<file path="src/hdl/pir_pkg.sv">
// Constants for the peripheral interrupt request block: register map,
// bit positions and reset values.
// Assumes an 8-bit register port with byte-wide addresses.
package pir_pkg;

    // ------------------------------------------------------------------
    // Bus widths
    // ------------------------------------------------------------------
    localparam int PIR_AW = 8;
    localparam int PIR_DW = 8;

    // ------------------------------------------------------------------
    // Register offsets
    // ------------------------------------------------------------------
    localparam logic [PIR_AW-1:0] PIR_CORE_TIMER_STATUS_CONTROL_ADDR = 8'h08;  // core_timer_status_control
    localparam logic [PIR_AW-1:0] PIR_SCR_ADDR   = 8'h0A;  // serial_control
    localparam logic [PIR_AW-1:0] PIR_SSR_ADDR   = 8'h0B;  // serial_status
    localparam logic [PIR_AW-1:0] PIR_SDR_ADDR   = 8'h0C;  // serial_data
    localparam logic [PIR_AW-1:0] PIR_TCR_ADDR   = 8'h12;  // timer_control
    localparam logic [PIR_AW-1:0] PIR_TSR_ADDR   = 8'h13;  // timer_status
    localparam logic [PIR_AW-1:0] PIR_CAPL_ADDR  = 8'h15;  // capture_register_low
    localparam logic [PIR_AW-1:0] PIR_CMPL_ADDR  = 8'h17;  // compare_register_low
    localparam logic [PIR_AW-1:0] PIR_CNTL_ADDR  = 8'h19;  // counter_low_byte
    localparam logic [PIR_AW-1:0] PIR_ACR_ADDR   = 8'h1D;  // analog_control
    localparam logic [PIR_AW-1:0] PIR_ASR_ADDR   = 8'h1E;  // analog_status

    // ------------------------------------------------------------------
    // Core timer status/control bits
    // ------------------------------------------------------------------
    localparam int PIR_CT_OVF_FLAG  = 7;
    localparam int PIR_CT_TICK_FLAG = 6;
    localparam int PIR_CT_OVF_IE    = 5;
    localparam int PIR_CT_TICK_IE   = 4;
    localparam int PIR_CT_OVF_CLR   = 3;
    localparam int PIR_CT_TICK_CLR  = 2;

    // ------------------------------------------------------------------
    // Programmable timer: index 0 capture, 1 compare, 2 overflow;
    // flag and enable of index i sit at bit PIR_T_TOP - i
    // ------------------------------------------------------------------
    localparam int PIR_NTMR  = 3;
    localparam int PIR_T_CAP = 0;
    localparam int PIR_T_CMP = 1;
    localparam int PIR_T_OVF = 2;
    localparam int PIR_T_TOP = 7;
    localparam int PIR_TCR_EDGE = 1;

    // ------------------------------------------------------------------
    // Serial and analog bits
    // ------------------------------------------------------------------
    localparam int PIR_SCR_IE   = 7;
    localparam int PIR_SCR_EN   = 6;
    localparam int PIR_SCR_CLR  = 3;
    localparam int PIR_SSR_FLAG = 7;
    localparam int PIR_ACR_IE   = 7;
    localparam int PIR_ACR_CAPEN = 6;
    localparam int PIR_ASR_CMP2 = 7;
    localparam int PIR_ASR_CMP1 = 6;
    localparam int PIR_ASR_CLR2 = 1;
    localparam int PIR_ASR_CLR1 = 0;

    localparam logic [PIR_DW-1:0] PIR_ZERO = 8'h00;

endpackage

</file>
<file path="src/hdl/pir_periph_irq.sv">
// Interrupt request flags, enables and flag-clear sequences for the
// core timer, programmable timer, serial interface and analog comparators.
// Assumes peripheral events arrive as one-cycle pulses synchronous to i_clk
// and that the CPU interrupt mask bit is a level on i_cpu_imask.
//
// Overview of operation
// - CPU mask bit blocks every request output
// - Core overflow flag and enable raise request
// - Write-one or reset clears core overflow flag
// - Periodic tick flag and enable raise request
// - Write-one or reset clears periodic tick flag
// - Capture flag and enable raise timer request
// - Capture flag clears: status read, capture-low read
// - Reset leaves timer interrupt enables untouched
// - Compare flag and enable raise timer request
// - Compare flag clears: status read, compare-low access
// - Timer overflow flag and enable raise request
// - Overflow flag clears: status read, counter-low access
// - Serial completion flag and enable raise request
// - Serial flag clears: status read, data access
// - Serial clear bit write-one clears completion flag
// - Either comparator flag with enable raises request
// - Write-one clears comparator flags; reset clears both
// - Comparator two with capture enable forces capture
`timescale 1ns/1ps

module pir_periph_irq (
    input  wire logic                      i_clk,            // Bus clock, 200 MHz
    input  wire logic                      i_sys_rst,        // Sync reset, active high
    input  wire logic [pir_pkg::PIR_AW-1:0] i_addr,          // Register address
    input  wire logic [pir_pkg::PIR_DW-1:0] i_wdata,         // Write data
    input  wire logic                      i_wr,             // Write strobe
    input  wire logic                      i_rd,             // Read strobe
    output logic      [pir_pkg::PIR_DW-1:0] o_rdata,         // Read data, next cycle
    input  wire logic                      i_core_ovf_evt,   // Core counter wrapped
    input  wire logic                      i_tick_evt,       // Periodic tick elapsed
    input  wire logic                      i_cap_pin_evt,    // Capture edge on pin
    input  wire logic                      i_cmp_match_evt,  // Output compare match
    input  wire logic                      i_cnt_ovf_evt,    // Timer counter wrapped
    input  wire logic                      i_xfer_done_evt,  // Serial transfer done
    input  wire logic                      i_cmp1_evt,       // Comparator one tripped
    input  wire logic                      i_cmp2_evt,       // Comparator two tripped
    input  wire logic                      i_cpu_imask,      // CPU interrupt mask bit
    output logic                           o_core_timer_irq, // Core timer request
    output logic                           o_prog_timer_irq, // Programmable timer request
    output logic                           o_serial_irq,     // Serial request
    output logic                           o_analog_irq,     // Comparator request
    output logic                           o_capture_trig    // Capture pulse to timer
);
    import pir_pkg::*;

    // ------------------------------------------------------------------
    // Address decode
    // ------------------------------------------------------------------
    logic wr_core_timer_status_control;
    logic wr_scr;
    logic wr_tcr;
    logic wr_acr;
    logic wr_asr;
    logic wr_sdr;
    logic rd_tsr;
    logic rd_ssr;
    logic sdr_access;
    logic [PIR_NTMR-1:0] tstep2;
    logic [PIR_NTMR-1:0] tset;

    assign wr_core_timer_status_control   = i_wr && (i_addr == PIR_CORE_TIMER_STATUS_CONTROL_ADDR);
    assign wr_scr     = i_wr && (i_addr == PIR_SCR_ADDR);
    assign wr_tcr     = i_wr && (i_addr == PIR_TCR_ADDR);
    assign wr_acr     = i_wr && (i_addr == PIR_ACR_ADDR);
    assign wr_asr     = i_wr && (i_addr == PIR_ASR_ADDR);
    assign wr_sdr     = i_wr && (i_addr == PIR_SDR_ADDR);
    assign rd_tsr     = i_rd && (i_addr == PIR_TSR_ADDR);
    assign rd_ssr     = i_rd && (i_addr == PIR_SSR_ADDR);
    assign sdr_access = (i_wr || i_rd) && (i_addr == PIR_SDR_ADDR);

    // Second step of each timer clear: capture low is read-only here
    assign tstep2[PIR_T_CAP] = i_rd && (i_addr == PIR_CAPL_ADDR);
    assign tstep2[PIR_T_CMP] = (i_rd || i_wr) && (i_addr == PIR_CMPL_ADDR);
    assign tstep2[PIR_T_OVF] = (i_rd || i_wr) && (i_addr == PIR_CNTL_ADDR);

    // ------------------------------------------------------------------
    // Core timer flags and enables
    // ------------------------------------------------------------------
    logic ovf_flag_reg;
    logic tick_flag_reg;
    logic ovf_ie_reg;
    logic tick_ie_reg;

    // Flags: a new event wins over a same-cycle clear so none is lost
    always_ff @(posedge i_clk) begin
        if (i_sys_rst) begin
            ovf_flag_reg  <= 1'b0;
            tick_flag_reg <= 1'b0;
        end else begin
            if (i_core_ovf_evt) begin
                ovf_flag_reg <= 1'b1;
            end else if (wr_core_timer_status_control && i_wdata[PIR_CT_OVF_CLR]) begin
                ovf_flag_reg <= 1'b0;
            end
            if (i_tick_evt) begin
                tick_flag_reg <= 1'b1;
            end else if (wr_core_timer_status_control && i_wdata[PIR_CT_TICK_CLR]) begin
                tick_flag_reg <= 1'b0;
            end
        end
    end

    // Core timer enables, cleared by reset
    always_ff @(posedge i_clk) begin
        if (i_sys_rst) begin
            ovf_ie_reg  <= 1'b0;
            tick_ie_reg <= 1'b0;
        end else if (wr_core_timer_status_control) begin
            ovf_ie_reg  <= i_wdata[PIR_CT_OVF_IE];
            tick_ie_reg <= i_wdata[PIR_CT_TICK_IE];
        end
    end

    // ------------------------------------------------------------------
    // Analog control and comparator flags
    // ------------------------------------------------------------------
    logic [PIR_DW-1:0] acr_reg;
    logic              cmp1_flag_reg;
    logic              cmp2_flag_reg;

    always_ff @(posedge i_clk) begin
        if (i_sys_rst) begin
            acr_reg <= PIR_ZERO;
        end else if (wr_acr) begin
            acr_reg <= i_wdata;
        end
    end

    // Comparator flags; set wins over write-one clear
    always_ff @(posedge i_clk) begin
        if (i_sys_rst) begin
            cmp1_flag_reg <= 1'b0;
            cmp2_flag_reg <= 1'b0;
        end else begin
            if (i_cmp1_evt) begin
                cmp1_flag_reg <= 1'b1;
            end else if (wr_asr && i_wdata[PIR_ASR_CLR1]) begin
                cmp1_flag_reg <= 1'b0;
            end
            if (i_cmp2_evt) begin
                cmp2_flag_reg <= 1'b1;
            end else if (wr_asr && i_wdata[PIR_ASR_CLR2]) begin
                cmp2_flag_reg <= 1'b0;
            end
        end
    end

    // ------------------------------------------------------------------
    // Programmable timer flags, two-step clear, enables
    // ------------------------------------------------------------------
    logic [PIR_NTMR-1:0] tflag_reg;
    logic [PIR_NTMR-1:0] tarm_reg;
    logic [PIR_NTMR-1:0] ten_reg;
    logic                edge_sel_reg;
    logic [PIR_DW-1:0]   tsr_view;
    logic [PIR_DW-1:0]   tcr_view;

    // Comparator two doubles as a capture source when enabled
    assign tset[PIR_T_CAP] = i_cap_pin_evt || (i_cmp2_evt && acr_reg[PIR_ACR_CAPEN]);
    assign tset[PIR_T_CMP] = i_cmp_match_evt;
    assign tset[PIR_T_OVF] = i_cnt_ovf_evt;

    genvar gi;
    generate
        for (gi = 0; gi < PIR_NTMR; gi++) begin : g_tmr
            // Status read with the flag set arms the clear; second access fires it
            always_ff @(posedge i_clk) begin
                if (i_sys_rst) begin
                    tflag_reg[gi] <= 1'b0;
                    tarm_reg[gi]  <= 1'b0;
                end else begin
                    if (tset[gi]) begin
                        tflag_reg[gi] <= 1'b1;
                    end else if (tarm_reg[gi] && tstep2[gi]) begin
                        tflag_reg[gi] <= 1'b0;
                    end
                    if (rd_tsr && tflag_reg[gi]) begin
                        tarm_reg[gi] <= 1'b1;
                    end else if (tstep2[gi]) begin
                        tarm_reg[gi] <= 1'b0;
                    end
                end
            end

            // Enables deliberately have no reset term
            always_ff @(posedge i_clk) begin
                if (wr_tcr) begin
                    ten_reg[gi] <= i_wdata[PIR_T_TOP-gi];
                end
            end

            assign tsr_view[PIR_T_TOP-gi] = tflag_reg[gi];
            assign tcr_view[PIR_T_TOP-gi] = ten_reg[gi];
        end
    endgenerate

    assign tsr_view[PIR_T_TOP-PIR_NTMR:0] = '0;
    assign tcr_view[PIR_T_TOP-PIR_NTMR:PIR_TCR_EDGE+1] = '0;
    assign tcr_view[PIR_TCR_EDGE] = edge_sel_reg;
    assign tcr_view[PIR_TCR_EDGE-1:0] = '0;

    // Edge select also survives reset; capture via comparator does not depend on it
    always_ff @(posedge i_clk) begin
        if (wr_tcr) begin
            edge_sel_reg <= i_wdata[PIR_TCR_EDGE];
        end
    end

    // ------------------------------------------------------------------
    // Serial interface flag, clears and data
    // ------------------------------------------------------------------
    logic              ser_flag_reg;
    logic              ser_arm_reg;
    logic              ser_ie_reg;
    logic              ser_en_reg;
    logic [PIR_DW-1:0] sdr_reg;

    // Either clear path loses to a completion in the same cycle
    always_ff @(posedge i_clk) begin
        if (i_sys_rst) begin
            ser_flag_reg <= 1'b0;
            ser_arm_reg  <= 1'b0;
        end else begin
            if (i_xfer_done_evt) begin
                ser_flag_reg <= 1'b1;
            end else if (ser_arm_reg && sdr_access) begin
                ser_flag_reg <= 1'b0;
            end else if (wr_scr && i_wdata[PIR_SCR_CLR]) begin
                ser_flag_reg <= 1'b0;
            end
            if (rd_ssr && ser_flag_reg) begin
                ser_arm_reg <= 1'b1;
            end else if (sdr_access) begin
                ser_arm_reg <= 1'b0;
            end
        end
    end

    // Serial control, cleared by reset
    always_ff @(posedge i_clk) begin
        if (i_sys_rst) begin
            ser_ie_reg <= 1'b0;
            ser_en_reg <= 1'b0;
        end else if (wr_scr) begin
            ser_ie_reg <= i_wdata[PIR_SCR_IE];
            ser_en_reg <= i_wdata[PIR_SCR_EN];
        end
    end

    // Data register keeps its contents through reset
    always_ff @(posedge i_clk) begin
        if (wr_sdr) begin
            sdr_reg <= i_wdata;
        end
    end

    // ------------------------------------------------------------------
    // Request outputs
    // ------------------------------------------------------------------
    logic core_req;
    logic tmr_req;
    logic ser_req;
    logic ana_req;

    assign core_req = (ovf_flag_reg && ovf_ie_reg)
                   || (tick_flag_reg && tick_ie_reg);
    assign tmr_req  = (tflag_reg[PIR_T_CAP] && ten_reg[PIR_T_CAP])
                   || (tflag_reg[PIR_T_CMP] && ten_reg[PIR_T_CMP])
                   || (tflag_reg[PIR_T_OVF] && ten_reg[PIR_T_OVF]);
    assign ser_req  = ser_flag_reg && ser_ie_reg;
    assign ana_req  = (cmp1_flag_reg || cmp2_flag_reg) && acr_reg[PIR_ACR_IE];

    // Registered for clean outputs; costs one cycle of latency
    always_ff @(posedge i_clk) begin
        if (i_sys_rst) begin
            o_core_timer_irq <= 1'b0;
            o_prog_timer_irq <= 1'b0;
            o_serial_irq     <= 1'b0;
            o_analog_irq     <= 1'b0;
        end else begin
            o_core_timer_irq <= core_req && !i_cpu_imask;
            o_prog_timer_irq <= tmr_req && !i_cpu_imask;
            o_serial_irq     <= ser_req && !i_cpu_imask;
            o_analog_irq     <= ana_req && !i_cpu_imask;
        end
    end

    // Capture strobe to the timer datapath when comparator two trips with capture enabled
    always_ff @(posedge i_clk) begin
        if (i_sys_rst) begin
            o_capture_trig <= 1'b0;
        end else begin
            o_capture_trig <= i_cmp2_evt && acr_reg[PIR_ACR_CAPEN];
        end
    end

    // ------------------------------------------------------------------
    // Read path
    // ------------------------------------------------------------------
    logic [PIR_DW-1:0] rdata_next;

    // Unmapped addresses and idle cycles return zero
    always_comb begin
        rdata_next = PIR_ZERO;
        if (i_rd) begin
            unique case (i_addr)
                PIR_CORE_TIMER_STATUS_CONTROL_ADDR: begin
                    rdata_next[PIR_CT_OVF_FLAG]  = ovf_flag_reg;
                    rdata_next[PIR_CT_TICK_FLAG] = tick_flag_reg;
                    rdata_next[PIR_CT_OVF_IE]    = ovf_ie_reg;
                    rdata_next[PIR_CT_TICK_IE]   = tick_ie_reg;
                end
                PIR_SCR_ADDR: begin
                    rdata_next[PIR_SCR_IE] = ser_ie_reg;
                    rdata_next[PIR_SCR_EN] = ser_en_reg;
                end
                PIR_SSR_ADDR: rdata_next[PIR_SSR_FLAG] = ser_flag_reg;
                PIR_SDR_ADDR: rdata_next = sdr_reg;
                PIR_TCR_ADDR: rdata_next = tcr_view;
                PIR_TSR_ADDR: rdata_next = tsr_view;
                PIR_ACR_ADDR: rdata_next = acr_reg;
                PIR_ASR_ADDR: begin
                    rdata_next[PIR_ASR_CMP2] = cmp2_flag_reg;
                    rdata_next[PIR_ASR_CMP1] = cmp1_flag_reg;
                end
                default: rdata_next = PIR_ZERO;
            endcase
        end
    end

    always_ff @(posedge i_clk) begin
        if (i_sys_rst) begin
            o_rdata <= PIR_ZERO;
        end else begin
            o_rdata <= rdata_next;
        end
    end

endmodule

</file>
<file path="config.mk">
export PLATFORM = sky130hd
export DESIGN_NAME = pir_periph_irq
export DESIGN_NICKNAME = d
export VERILOG_FILES = /design/src/hdl/pir_pkg.sv /design/src/hdl/pir_periph_irq.sv
export SDC_FILE = /design/constraint.sdc
export NUM_CORES = 1
export LEC_CHECK = 0
export BUFFER_PORTS_ARGS = -buffer_cell sky130_fd_sc_hd__buf_2
export CELL_PAD_IN_SITES_DETAIL_PLACEMENT = 0
export CELL_PAD_IN_SITES_GLOBAL_PLACEMENT = 1
export CORE_AREA = 2 2 82 84
export CTS_CLUSTER_SIZE = 25
export DETAILED_ROUTE_END_ITERATION = 10
export DIE_AREA = 0 0 84 86
export PLACE_DENSITY = 0.74
export SLEW_MARGIN = 20
export SYNTH_ARGS = -nofsm -noshare
export SYNTH_HDL_FRONTEND = slang
export SYNTH_SLANG_ARGS = --single-unit
</file>
<file path="constraint.sdc">
create_clock -name i_clk -period 1.5 [get_ports i_clk]
set_input_delay 0.3 -clock i_clk [delete_from_list [all_inputs] [get_ports i_clk]]
set_output_delay 0.3 -clock i_clk [all_outputs]
set_load 0.01 [all_outputs]
</file>
### After elaboration in Yosys (flattened, before gate mapping)

Index checks and enable logic that the tools add are counted.

* add/sub/neg operators: 0
* multipliers: 0
* divide/modulo/power cells: 0
* magnitude comparators: 0
* equality and inequality tests: 11
* shift operators: 0
* multiplexer cells: 29
* bitwise logic cells: 1
* reduce and logical (&&, ||, !) cells: 57

Operators with widths (count)
* $eq 8x5->1 const B: 7
* $logic_and 1x1->1: 37
* $eq 8x4->1 const B: 4
* $mux 1: 25
* $reduce_bool 2->1: 11
* $pmux 4 s3: 1
* $pmux 2 s5: 1
* $pmux 1 s8: 1
* $pmux 1 s7: 1
* $logic_or 1x1->1: 6
* $reduce_bool 3->1: 1
* $reduce_or 2->1: 1
* $logic_not 1->1: 1
* $not 1->1: 1

* register bits: 49
* bits in latches: 0
* memory bits (writable): 0
* ROM bits: 0
* input bits: 29
* word-level logic and storage cells: 126
* memories kept: 0

### Depth between registers and ports, before layout

Gate-level depths: netlist of run 1.

* word-level depth: 6
* mapped depth: 6
* gate-level depth less buffers: 4

### Worst setup path after synthesis of run 1

Ideal clock, no wire load.

* kind: input to register
* from: input i_addr[2] (netlist bit)
* to: register sdr_reg[0], enable pin
* data arrival time: 1.081 ns
* slack: 0.087 ns
* stages on the path: 3
* cell sequence: buf_2 and4bb_2 and3_1

* cells in the longest elaborated chain, start to end: 2

RTL lines
* from (decl): RTL line pir_periph_irq.sv:30 `input wire logic [pir_pkg::PIR_AW-1:0] i_addr,`
* $eq 8x4->1: RTL line pir_periph_irq.sv:72 `assign wr_sdr = i_wr && (i_addr == PIR_SDR_ADDR);`
* $logic_and 1x1->1: RTL line pir_periph_irq.sv:72
* net wr_sdr: RTL line pir_periph_irq.sv:60 `logic wr_sdr;`
* to (signal assigned): RTL line pir_periph_irq.sv:259 `sdr_reg <= i_wdata;`
* to (decl): RTL line pir_periph_irq.sv:222 `logic [PIR_DW-1:0] sdr_reg;`

The timed path passes the listed nets, and every way through them passes these cells.
A chain may end at the register's enable or synchronous reset.

### Final worst setup path of run 1

* from: input i_addr[5] (netlist bit)
* to: register o_rdata[6] (netlist bit)

* cells in the longest elaborated chain, start to end: 2
* elaborated cells between the ends (all ways): 8

RTL lines
* $eq 8x5->1 or $eq 8x4->1 (tied branches): RTL line pir_periph_irq.sv:312 `unique case (i_addr)`
* $pmux 1 s7 (*): RTL line pir_periph_irq.sv:312
* to (signal assigned): RTL line pir_periph_irq.sv:341 `o_rdata <= rdata_next;`
* to (decl): RTL line pir_periph_irq.sv:34 `output logic [pir_pkg::PIR_DW-1:0] o_rdata,`

Mark *: on every way between the ends. The rest lies on a longest branch, timed or not.

==> run_results.csv, run 1 <==
group,metric,value,unit
global_route,grtUsageTotal,15.9,%
setup_path,reg2reg_depth,3,
sta,final-hold-violation-count,0,
clocking,cts_tree,"done",
global_route,use_met2,26.0,%
setup_path,worstSetupPathType,"in2reg",
clocking,cts_hold_buf,0,
power_and_ir_drop,powerDensity,894,nW/um^2
synth,ys_seq_area_share,51.6,%
clocking,clk_latency,310,ps
placed_design,gp_congestion,0.911,
floorplanning,die_x,84,um
global_route,grt_use_met1,21.0,%
layout,final_layout_size_suffix_gt1_share,31.9,%
clocking,cts.clk_slew.worst_paths,90,ps
synth,synth_ff_type,"dfxtp_1",
global_route,grt_pass1_vias,1821,
layout,n_antenna_cell,0,
floorplanning,die_area,7220,um^2
global_route,use_met3,4.14,%
global_route,grt_pass1_wl,9070,um
min_path,hold_start,"i_wdata[4]",
layout,fin_util,42.2,%
synth,synth_nets,245,
setup_path,worstPathRequired,1730,ps
synth,post_synth.cell_area_avg,9.89,um^2
clocking,post_cts_resized,0,
setup_path,endpoint_kind,"flop",
layout,area.growth.synth_to_final,24.1,%
clocking,htreeDepth,2,
sta,finalClockSkew,13.5,ps
synth,synthArstFlopShare,0,%
placed_design,place_inst,345,
synth,synth.top_cell.area_share,34.7,%
synth,yosysTopAreaCell,"dfxtp_1",
sta,max_slew.worst_pin.slew,380,ps
route,routedWlPerCell,15.7,um
synth,synth-edff-count,12,
sta,drv_slew,0,
flow_run,maxCapViolations,0,
clocking,clockBufferDepth,2,
setup_path,rr_startpoint,"tcr_view[7]",
global_route,grt-busiest-layer,"met2",
placed_design,post-dp-hpwl,4280,um
route,vias,1839,
sta,post-route-period-util,87.5,%
route,drcViolationCount,0,
layout,fin_cells,353,
sta,min_period,1310,ps
route,routed_via_density,5.21,
route,drt-pass1-iter-count,4,
global_route,overflow,0,
clocking,cts_setup_buffers,0,
floorplanning,rows,29,
clocking,cts_made_buffers,5,
route,ant_nets,0,
route,drt_iter0_drc,107,
floorplanning,start_util,34.0,%
floorplanning,die_h,86,um
sta,rsz0062_at_grt,"false",
power_and_ir_drop,ir_drop,0.455,mV
placed_design,dpl_worst_slack,-141,ps
synth,syn_area,2140,um^2
floorplanning,ios,42,
sta,setup_viol,0,
synth,synth_cells,216,
synth,synth_cell_types,49,
placed_design,port_buffers,41,
min_path,holdPathStages,1,
synth,synth_area_leaders,"dfxtp_1, edfxtp_1, nor2_1",
global_route,grt_max_degree,21,
min_path,min_path_type,"in2reg",
sta,relSlewSlack,74.4,%
layout,fin_nets,304,
setup_path,startpoint_type,"primary input",
power_and_ir_drop,leakagePower,0.00102,uW
synth,ys_ff_latch,49,
clocking,cts_num_sinks,49,
clocking,cts_root_buf,"clkbuf_8",
outcome,outcome,"finished, final reports clean",
sta,worst_slack,187,ps
floorplanning,core_area,6280,um^2
setup_path,r2r_slack,280,ps
setup_path,arrival,1540,ps
min_path,whs_endpoint,"sdr_reg[4]",
sta,max_freq,762,MHz
route,wl,5560,um
synth,synth_warnings,0,
global_route,antenna_found_initial,0,
setup_path,r2r_end,"o_rdata[7]",
setup_path,critPathMaxFanout,4,
-- how the worst max path moves through the flow --
stage	cells after the start	end	slack [ps]	from
floorplan	3	sdr_reg[0]	90	i_addr[2]
global placement	5	o_rdata[5]	-100	i_addr[5]
detailed placement	5	o_rdata[6]	-140	i_addr[5]
CTS	5	o_rdata[6]	180	i_addr[5]
finish	5	o_rdata[6]	190	i_addr[5]
global route	7	o_rdata[6]	80	i_addr[5]
-- power breakdown --
part / switching (uW) / total [uW] / leakage [uW] / internal (uW)
Combinational: 126 / 220 / 0.000572 / 94.7
Clock: 443 / 766 / 0.0000439 / 323
Sequential: 15.3 / 1380 / 0.000409 / 1370
-- area by class of cell --
class                   count  area (um^2)
fillers                   625         3630
flip-flops and latches     49         1100
multi-input cells         150          962
repair buffers             63          383
well taps                  77         96.3
clock buffers               5         68.8
inverters                   6         22.5
clock inverters             3         17.5
-- synth_stat cells, types with 2 or more instances --
library cell and count:
dfxtp_1 37, nor2_1 22, nand2_1 17, a21oi_1 15
edfxtp_1 12, nand3_1 10, and3_1 7, nand4_1 7
nor3_1 7, a22oi_1 6, inv_1 6, mux2_2 6
clkbuf_1 5, nor2b_1 5, buf_2 4, mux2i_1 4
a31oi_1 3, a32oi_1 3, nand2b_1 3, o21ai_0 3
a311oi_1 2, and2_1 2, and4_1 2, nor3b_1 2
nor4_4 2
-- placed cells by master, fill, tap and decap left out, drive strengths merged, types with 2 or more instances in the layout --
cell / instances
a21oi: 16
a22oi: 6
a311oi: 2
a31oi: 3
a32oi: 3
and2: 3
and3: 7
and4: 2
buf: 63
clkbuf: 5
clkinv: 2
dfxtp: 37
edfxtp: 12
inv: 6
mux2: 6
mux2i: 4
nand2: 17
nand2b: 3
nand3: 10
nand4: 7
nor2: 23
nor2b: 5
nor3: 8
nor3b: 2
nor4: 3
o21ai: 3
o32ai: 2
-- stage by stage --
step                cell area [um^2]  total power (uW)  setup TNS (ps)  hold slack, ps
floorplan                       2140              1510               0             376
global placement                2560              1630           -1660             433
detailed placement              2560              1630           -1330             441
CTS                             2650              2390               0             197
global route                    2650              2470               0             185
finish                          2650              2370               0             207
-- kinds of logic (layout without fill, tap and decap cells) --
group / Yosys count / count (layout) / synth area share, %
flops: 49 / 49 / 51.6
mux: 10 / 10 / 5.04
buf+inv: 17 / 77 / 3.40
simple gates: 99 / 99 / 26.8
compound gates: 41 / 41 / 13.2
-- worst max-delay path, stage by stage --
cell     delay (ps)
buf_2           130
or4b_4          590
nor3_2          240
a31oi_1         130
a31oi_1         150
-- metal layers --
| metal | routed length [um] | share of wire [%] |
|---|---|---|
| met3 | 358 | 6.4 |
| met1 | 2540 | 46 |
| met2 | 2600 | 47 |
| met5 | 0 | 0 |
| met4 | 60 | 1.1 |
(Power assumes the default switching activity.)
==> run 2, diff against run 1 <==
--- a/config.mk
+++ b/config.mk
@@ -12,7 +12,7 @@
 export CTS_CLUSTER_SIZE = 25
 export DETAILED_ROUTE_END_ITERATION = 10
 export DIE_AREA = 0 0 84 86
-export PLACE_DENSITY = 0.74
+export PLACE_DENSITY_LB_ADDON = 0.25
 export SLEW_MARGIN = 20
 export SYNTH_ARGS = -nofsm -noshare
 export SYNTH_HDL_FRONTEND = slang
==> run 2 against run 1 <==
- sequential share of layout area is 0.35 points lower
- critical path depth stayed put
- register-to-register slack hardly changed
- die area stayed put
- clock power is 24% higher
==> run_results.csv, run 2 (synthesis gave the netlist of run 1 again) <==
group,metric,value,unit
power_and_ir_drop,powerDensity,955,nW/um^2
global_route,overflow,0,
layout,final_common_cell,"buf_2",
layout,final_cell_mix,"buf_2, dfxtp_1, nor2_1",
clocking,cts.clk_slew.worst_paths,90,ps
layout,fin_util,42.6,%
sta,final-hold-violation-count,0,
sta,max_freq,706,MHz
floorplanning,ios,42,
clocking,cts_root_buf,"clkbuf_8",
placed_design,post-dp-hpwl,4230,um
power_and_ir_drop,p_total,2550,uW
sta,rsz0062_at_grt,"false",
placed_design,port_buffers,41,
global_route,grtUsageTotal,16.2,%
sta,finalClockSkew,7.15,ps
floorplanning,start_util,34.0,%
layout,n_antenna_cell,0,
clocking,htreeDepth,2,
route,routedWlPerCell,16.3,um
clocking,cts_setup_buffers,0,
layout,area.growth.synth_to_final,25.2,%
setup_path,cp_slowest_cell,"nor4_4",
setup_path,cp_cell_sequence,"buf_2 > nor4_4 > and3_1 > o21ai_0 > a21oi_1",
route,drt_iter0_drc,138,
sta,post-route-period-util,94.4,%
setup_path,startpoint_type,"primary input",
setup_path,arrival,1650,ps
layout,final_area,2670,um^2
sta,relSlewSlack,68.4,%
global_route,grt-busiest-layer,"met2",
route,drcViolationCount,0,
route,vias,1827,
floorplanning,die_h,86,um
setup_path,worstPathRequired,1730,ps
layout,fin_cells,351,
sta,setup_viol,0,
placed_design,place_area,2560,um^2
floorplanning,die_area,7220,um^2
outcome,outcome,"finished, final reports clean",
route,ant_nets,0,
global_route,use_met3,3.95,%
setup_path,critPathMaxFanout,7,
clocking,clk_latency,300,ps
clocking,cts_hold_buf,0,
global_route,grt_pass1_vias,1720,
sta,max_slew.worst_pin.slew,471,ps
global_route,antenna_found_initial,0,
route,drt-pass1-iter-count,4,
power_and_ir_drop,ir_drop,0.356,mV
floorplanning,core_area,6280,um^2
global_route,use_met2,25.2,%
sta,drv_slew,0,
setup_path,cp_slowest_stage_delay,490,ps
layout,final_layout_size_suffix_gt1_share,31.0,%
clocking,cts_num_sinks,49,
layout,fin_nets,302,
clocking,cts_tree,"done",
placed_design,place_inst,343,
route,wl,5710,um
clocking,post_cts_resized,0,
setup_path,worstSetupPathType,"in2reg",
placed_design,gp_congestion,0.842,
sta,min_period,1420,ps
global_route,grt_pass1_wl,8910,um
clocking,cts_made_buffers,5,
global_route,grt_max_degree,30,
min_path,min_path_type,"in2reg",
floorplanning,rows,29,
global_route,grt_use_met1,21.9,%
route,routed_via_density,5.21,
flow_run,maxCapViolations,0,
setup_path,endpoint_kind,"flop",
clocking,clockBufferDepth,2,
floorplanning,die_x,84,um
power_and_ir_drop,leakagePower,0.00103,uW
## run 2: per-layer routing
layer  vias up  wire [um]
li1        910          -
met1       867       2680
met2        43       2650
met3         7        289
met4         0         85
met5         -          0
## run 2: critical path: cells and delay by family
kind / cells / cell delay (ps)
AO/OA/AOI/OAI: 2 / 380
AND/OR/NAND/NOR: 2 / 840
buffers and inverters: 1 / 130
## run 2: layout make-up
class	instances	area [um^2]
multi-input combinational	150	962
fill	653	3600
tap	77	96.3
inverter	6	22.5
timing repair buffer	61	380
clock buffer	6	72.6
sequential	49	1100
clock inverter	2	38.8
## run 2: worst paths after layout
| check | start | endpoint | cells after the start | slack, ps |
|---|---|---|---|---|
| min | i_cmp1_evt | cmp1_flag_reg | 3 | 200 |
| max | i_addr[5] | o_rdata[5] | 5 | 80 |
| min reg2reg | tarm_reg[2] | tflag_reg[2] | 1 | 450 |
| max reg2reg | tcr_view[7] | o_rdata[7] | 3 | 270 |
## run 2: per-stage QoR
stage	TNS, ps	hold WS [ps]	worst slack (ps)
2_1_floorplan	0	376	87.5
3_3_place_gp	-3430	434	-231
3_5_place_dp	-3940	440	-249
4_1_cts	0	196	68.8
5_1_grt	0	190	11.6
6_report	0	200	83.8
## run 2: power breakdown
| part | internal (uW) | switching, uW |
|---|---|---|
| Sequential | 1370 | 16.3 |
| Combinational | 94.7 | 126 |
| Clock | 501 | 448 |
| Total | 1960 | 591 |
==> run 3, diff against run 2 <==
--- a/config.mk
+++ b/config.mk
@@ -6,8 +6,6 @@
 export NUM_CORES = 1
 export LEC_CHECK = 0
 export BUFFER_PORTS_ARGS = -buffer_cell sky130_fd_sc_hd__buf_2
-export CELL_PAD_IN_SITES_DETAIL_PLACEMENT = 0
-export CELL_PAD_IN_SITES_GLOBAL_PLACEMENT = 1
 export CORE_AREA = 2 2 82 84
 export CTS_CLUSTER_SIZE = 25
 export DETAILED_ROUTE_END_ITERATION = 10
==> run 3 against run 2 <==
- clock skew rose by 2.2 ps
- sequential power barely moved
- non-clock buffer count rose by 2
- register-to-register slack got worse by 60 ps
- global-route usage fell by 0.20 points
- clock-buffer cell count fell by 1
- fmax rose by 4.1%
- clock power fell by 13%
- first-iteration DRC count rose by 15%
- cell count rose by 0.57%
- highest routed layer unchanged
==> run_results.csv, run 3 (synthesis gave the netlist of run 1 again) <==
group,metric,value,unit
global_route,antenna_found_initial,0,
global_route,grt_max_degree,18,
clocking,cts_hold_buf,0,
clocking,cts_setup_buffers,0,
power_and_ir_drop,powerDensity,911,nW/um^2
sta,final-hold-violation-count,0,
setup_path,endpoint_kind,"flop",
sta,tns,0,ps
global_route,grt_pass1_vias,1738,
placed_design,dpl_worst_slack,-183,ps
clocking,clockBufferDepth,2,
min_path,whs_endpoint,"ser_flag_reg",
route,drcViolationCount,0,
power_and_ir_drop,power.internal,1800,uW
power_and_ir_drop,p_switching,621,uW
setup_path,arrival,1590,ps
floorplanning,rows,29,
sta,worst_slack,140,ps
floorplanning,die_area,7220,um^2
layout,fin_nets,304,
layout,final_cell_mix,"buf_2, dfxtp_1, nor2_1",
clocking,cts.clk_slew.worst_paths,100,ps
sta,holdWs,202,ps
power_and_ir_drop,leakagePower,0.00102,uW
setup_path,r2r_slack,210,ps
clocking,cts_made_buffers,5,
global_route,grt-busiest-layer,"met2",
sta,drv_slew,0,
layout,final_common_cell,"buf_2",
setup_path,worstPathRequired,1730,ps
setup_path,reg2reg_depth,3,
layout,final_area,2660,um^2
route,ant_nets,0,
power_and_ir_drop,seq_power_share,57.1,%
sta,min_period,1360,ps
global_route,grtUsageTotal,16.0,%
floorplanning,die_h,86,um
setup_path,critPathMaxFanout,4,
global_route,use_met2,25.1,%
clocking,cts_root_buf,"clkbuf_8",
outcome,outcome,"finished, final reports clean",
min_path,min_path_type,"in2reg",
sta,finalClockSkew,9.31,ps
placed_design,place_inst,345,
setup_path,startpoint_type,"primary input",
global_route,overflow,0,
sta,max_freq,735,MHz
min_path,holdPathStages,3,
clocking,cts_tree,"done",
clocking,cts_num_sinks,49,
layout,area.growth.synth_to_final,24.5,%
placed_design,gp_congestion,0.838,
clocking,clk_latency,310,ps
global_route,use_met3,3.46,%
floorplanning,ios,42,
clocking,post_cts_resized,0,
min_path,hold_start,"i_xfer_done_evt",
power_and_ir_drop,swShare,25.6,%
sta,post-route-period-util,90.7,%
flow_run,maxCapViolations,0,
route,wl,5530,um
layout,n_antenna_cell,0,
sta,relSlewSlack,75.3,%
sta,setup_viol,0,
sta,max_slew.worst_pin.slew,367,ps
sta,rsz0062_at_grt,"false",
floorplanning,core_area,6280,um^2
floorplanning,start_util,34.0,%
power_and_ir_drop,comb_power_share,9.0,%
setup_path,r2r_end,"o_rdata[7]",
route,routedWlPerCell,15.7,um
setup_path,worstSetupPathType,"in2reg",
floorplanning,die_x,84,um
clocking,htreeDepth,2,
power_and_ir_drop,p_clk_share,33.9,%
layout,fin_cells,353,
route,drt-pass1-iter-count,4,
route,routed_via_density,5.20,
placed_design,port_buffers,41,
setup_path,rr_startpoint,"tcr_view[7]",
layout,final_layout_size_suffix_gt1_share,31.9,%
power_and_ir_drop,ir_drop,0.385,mV
placed_design,post-dp-hpwl,4190,um
global_route,grt_use_met1,22.2,%
route,vias,1835,
global_route,grt_pass1_wl,8970,um
placed_design,place_area,2560,um^2
route,drt_iter0_drc,159,
[run 3: changes by cell type in the layout (fill, tap and decap cells not counted)]
cell and delta:
buf_12 -1, buf_4 +3, bufinv_16 -1, clkbuf_1 -1
clkinv_4 -1, clkinvlp_4 +2, inv_8 +1
[run 3: worst max-delay path by stage]
stage          cells after the start       from         end  slack [ps]
3_5_place_dp                       5  i_addr[5]  o_rdata[5]        -180
4_1_cts                            5  i_addr[5]  o_rdata[5]         140
6_report                           5  i_addr[5]  o_rdata[5]         140
5_1_grt                            5  i_addr[5]  o_rdata[5]         120
2_1_floorplan                      3  i_addr[2]  sdr_reg[0]          90
3_3_place_gp                       5  i_addr[5]  o_rdata[5]        -170
[run 3: per-layer routing]
layer | wire (um) | up-vias
li1 | - | 917
met1 | 2600 | 858
met2 | 2570 | 52
met3 | 269 | 8
met4 | 93 | 0
met5 | 0 | -
[run 3: power by group through the flow]
| stage | clock [uW] | combinational, uW | sequential, uW |
|---|---|---|---|
| detailed placement | 0 | 217 | 1410 |
| global route | 909 | 239 | 1390 |
| finish | 822 | 217 | 1380 |
| floorplan | 0 | 101 | 1410 |
| CTS | 848 | 219 | 1380 |
| global placement | 0 | 217 | 1410 |
[run 3: through the flow]
stage | utilization (%) | power (uW)
6_report | 42.4 | 2420
5_1_grt | 42.4 | 2540
4_1_cts | 42.4 | 2450
3_5_place_dp | 40.9 | 1630
3_3_place_gp | 40.9 | 1630
2_1_floorplan | - | 1510
[run 3: layout make-up]
cell class                      instances  area (um^2)
Timing Repair Buffer                   63          383
Inverter                                6         22.5
Tap cell                               77         96.3
Clock inverter                          3         26.3
Sequential cell                        49         1100
Clock buffer                            5         68.8
Multi-Input combinational cell        150          962
Fill cell                             614         3620
[run 3: worst max-delay path, cell delays in order]
cell and delay, ps:
buf_2 130, or4b_4 590, nor3_2 250, a32oi_1 150, a21oi_1 170
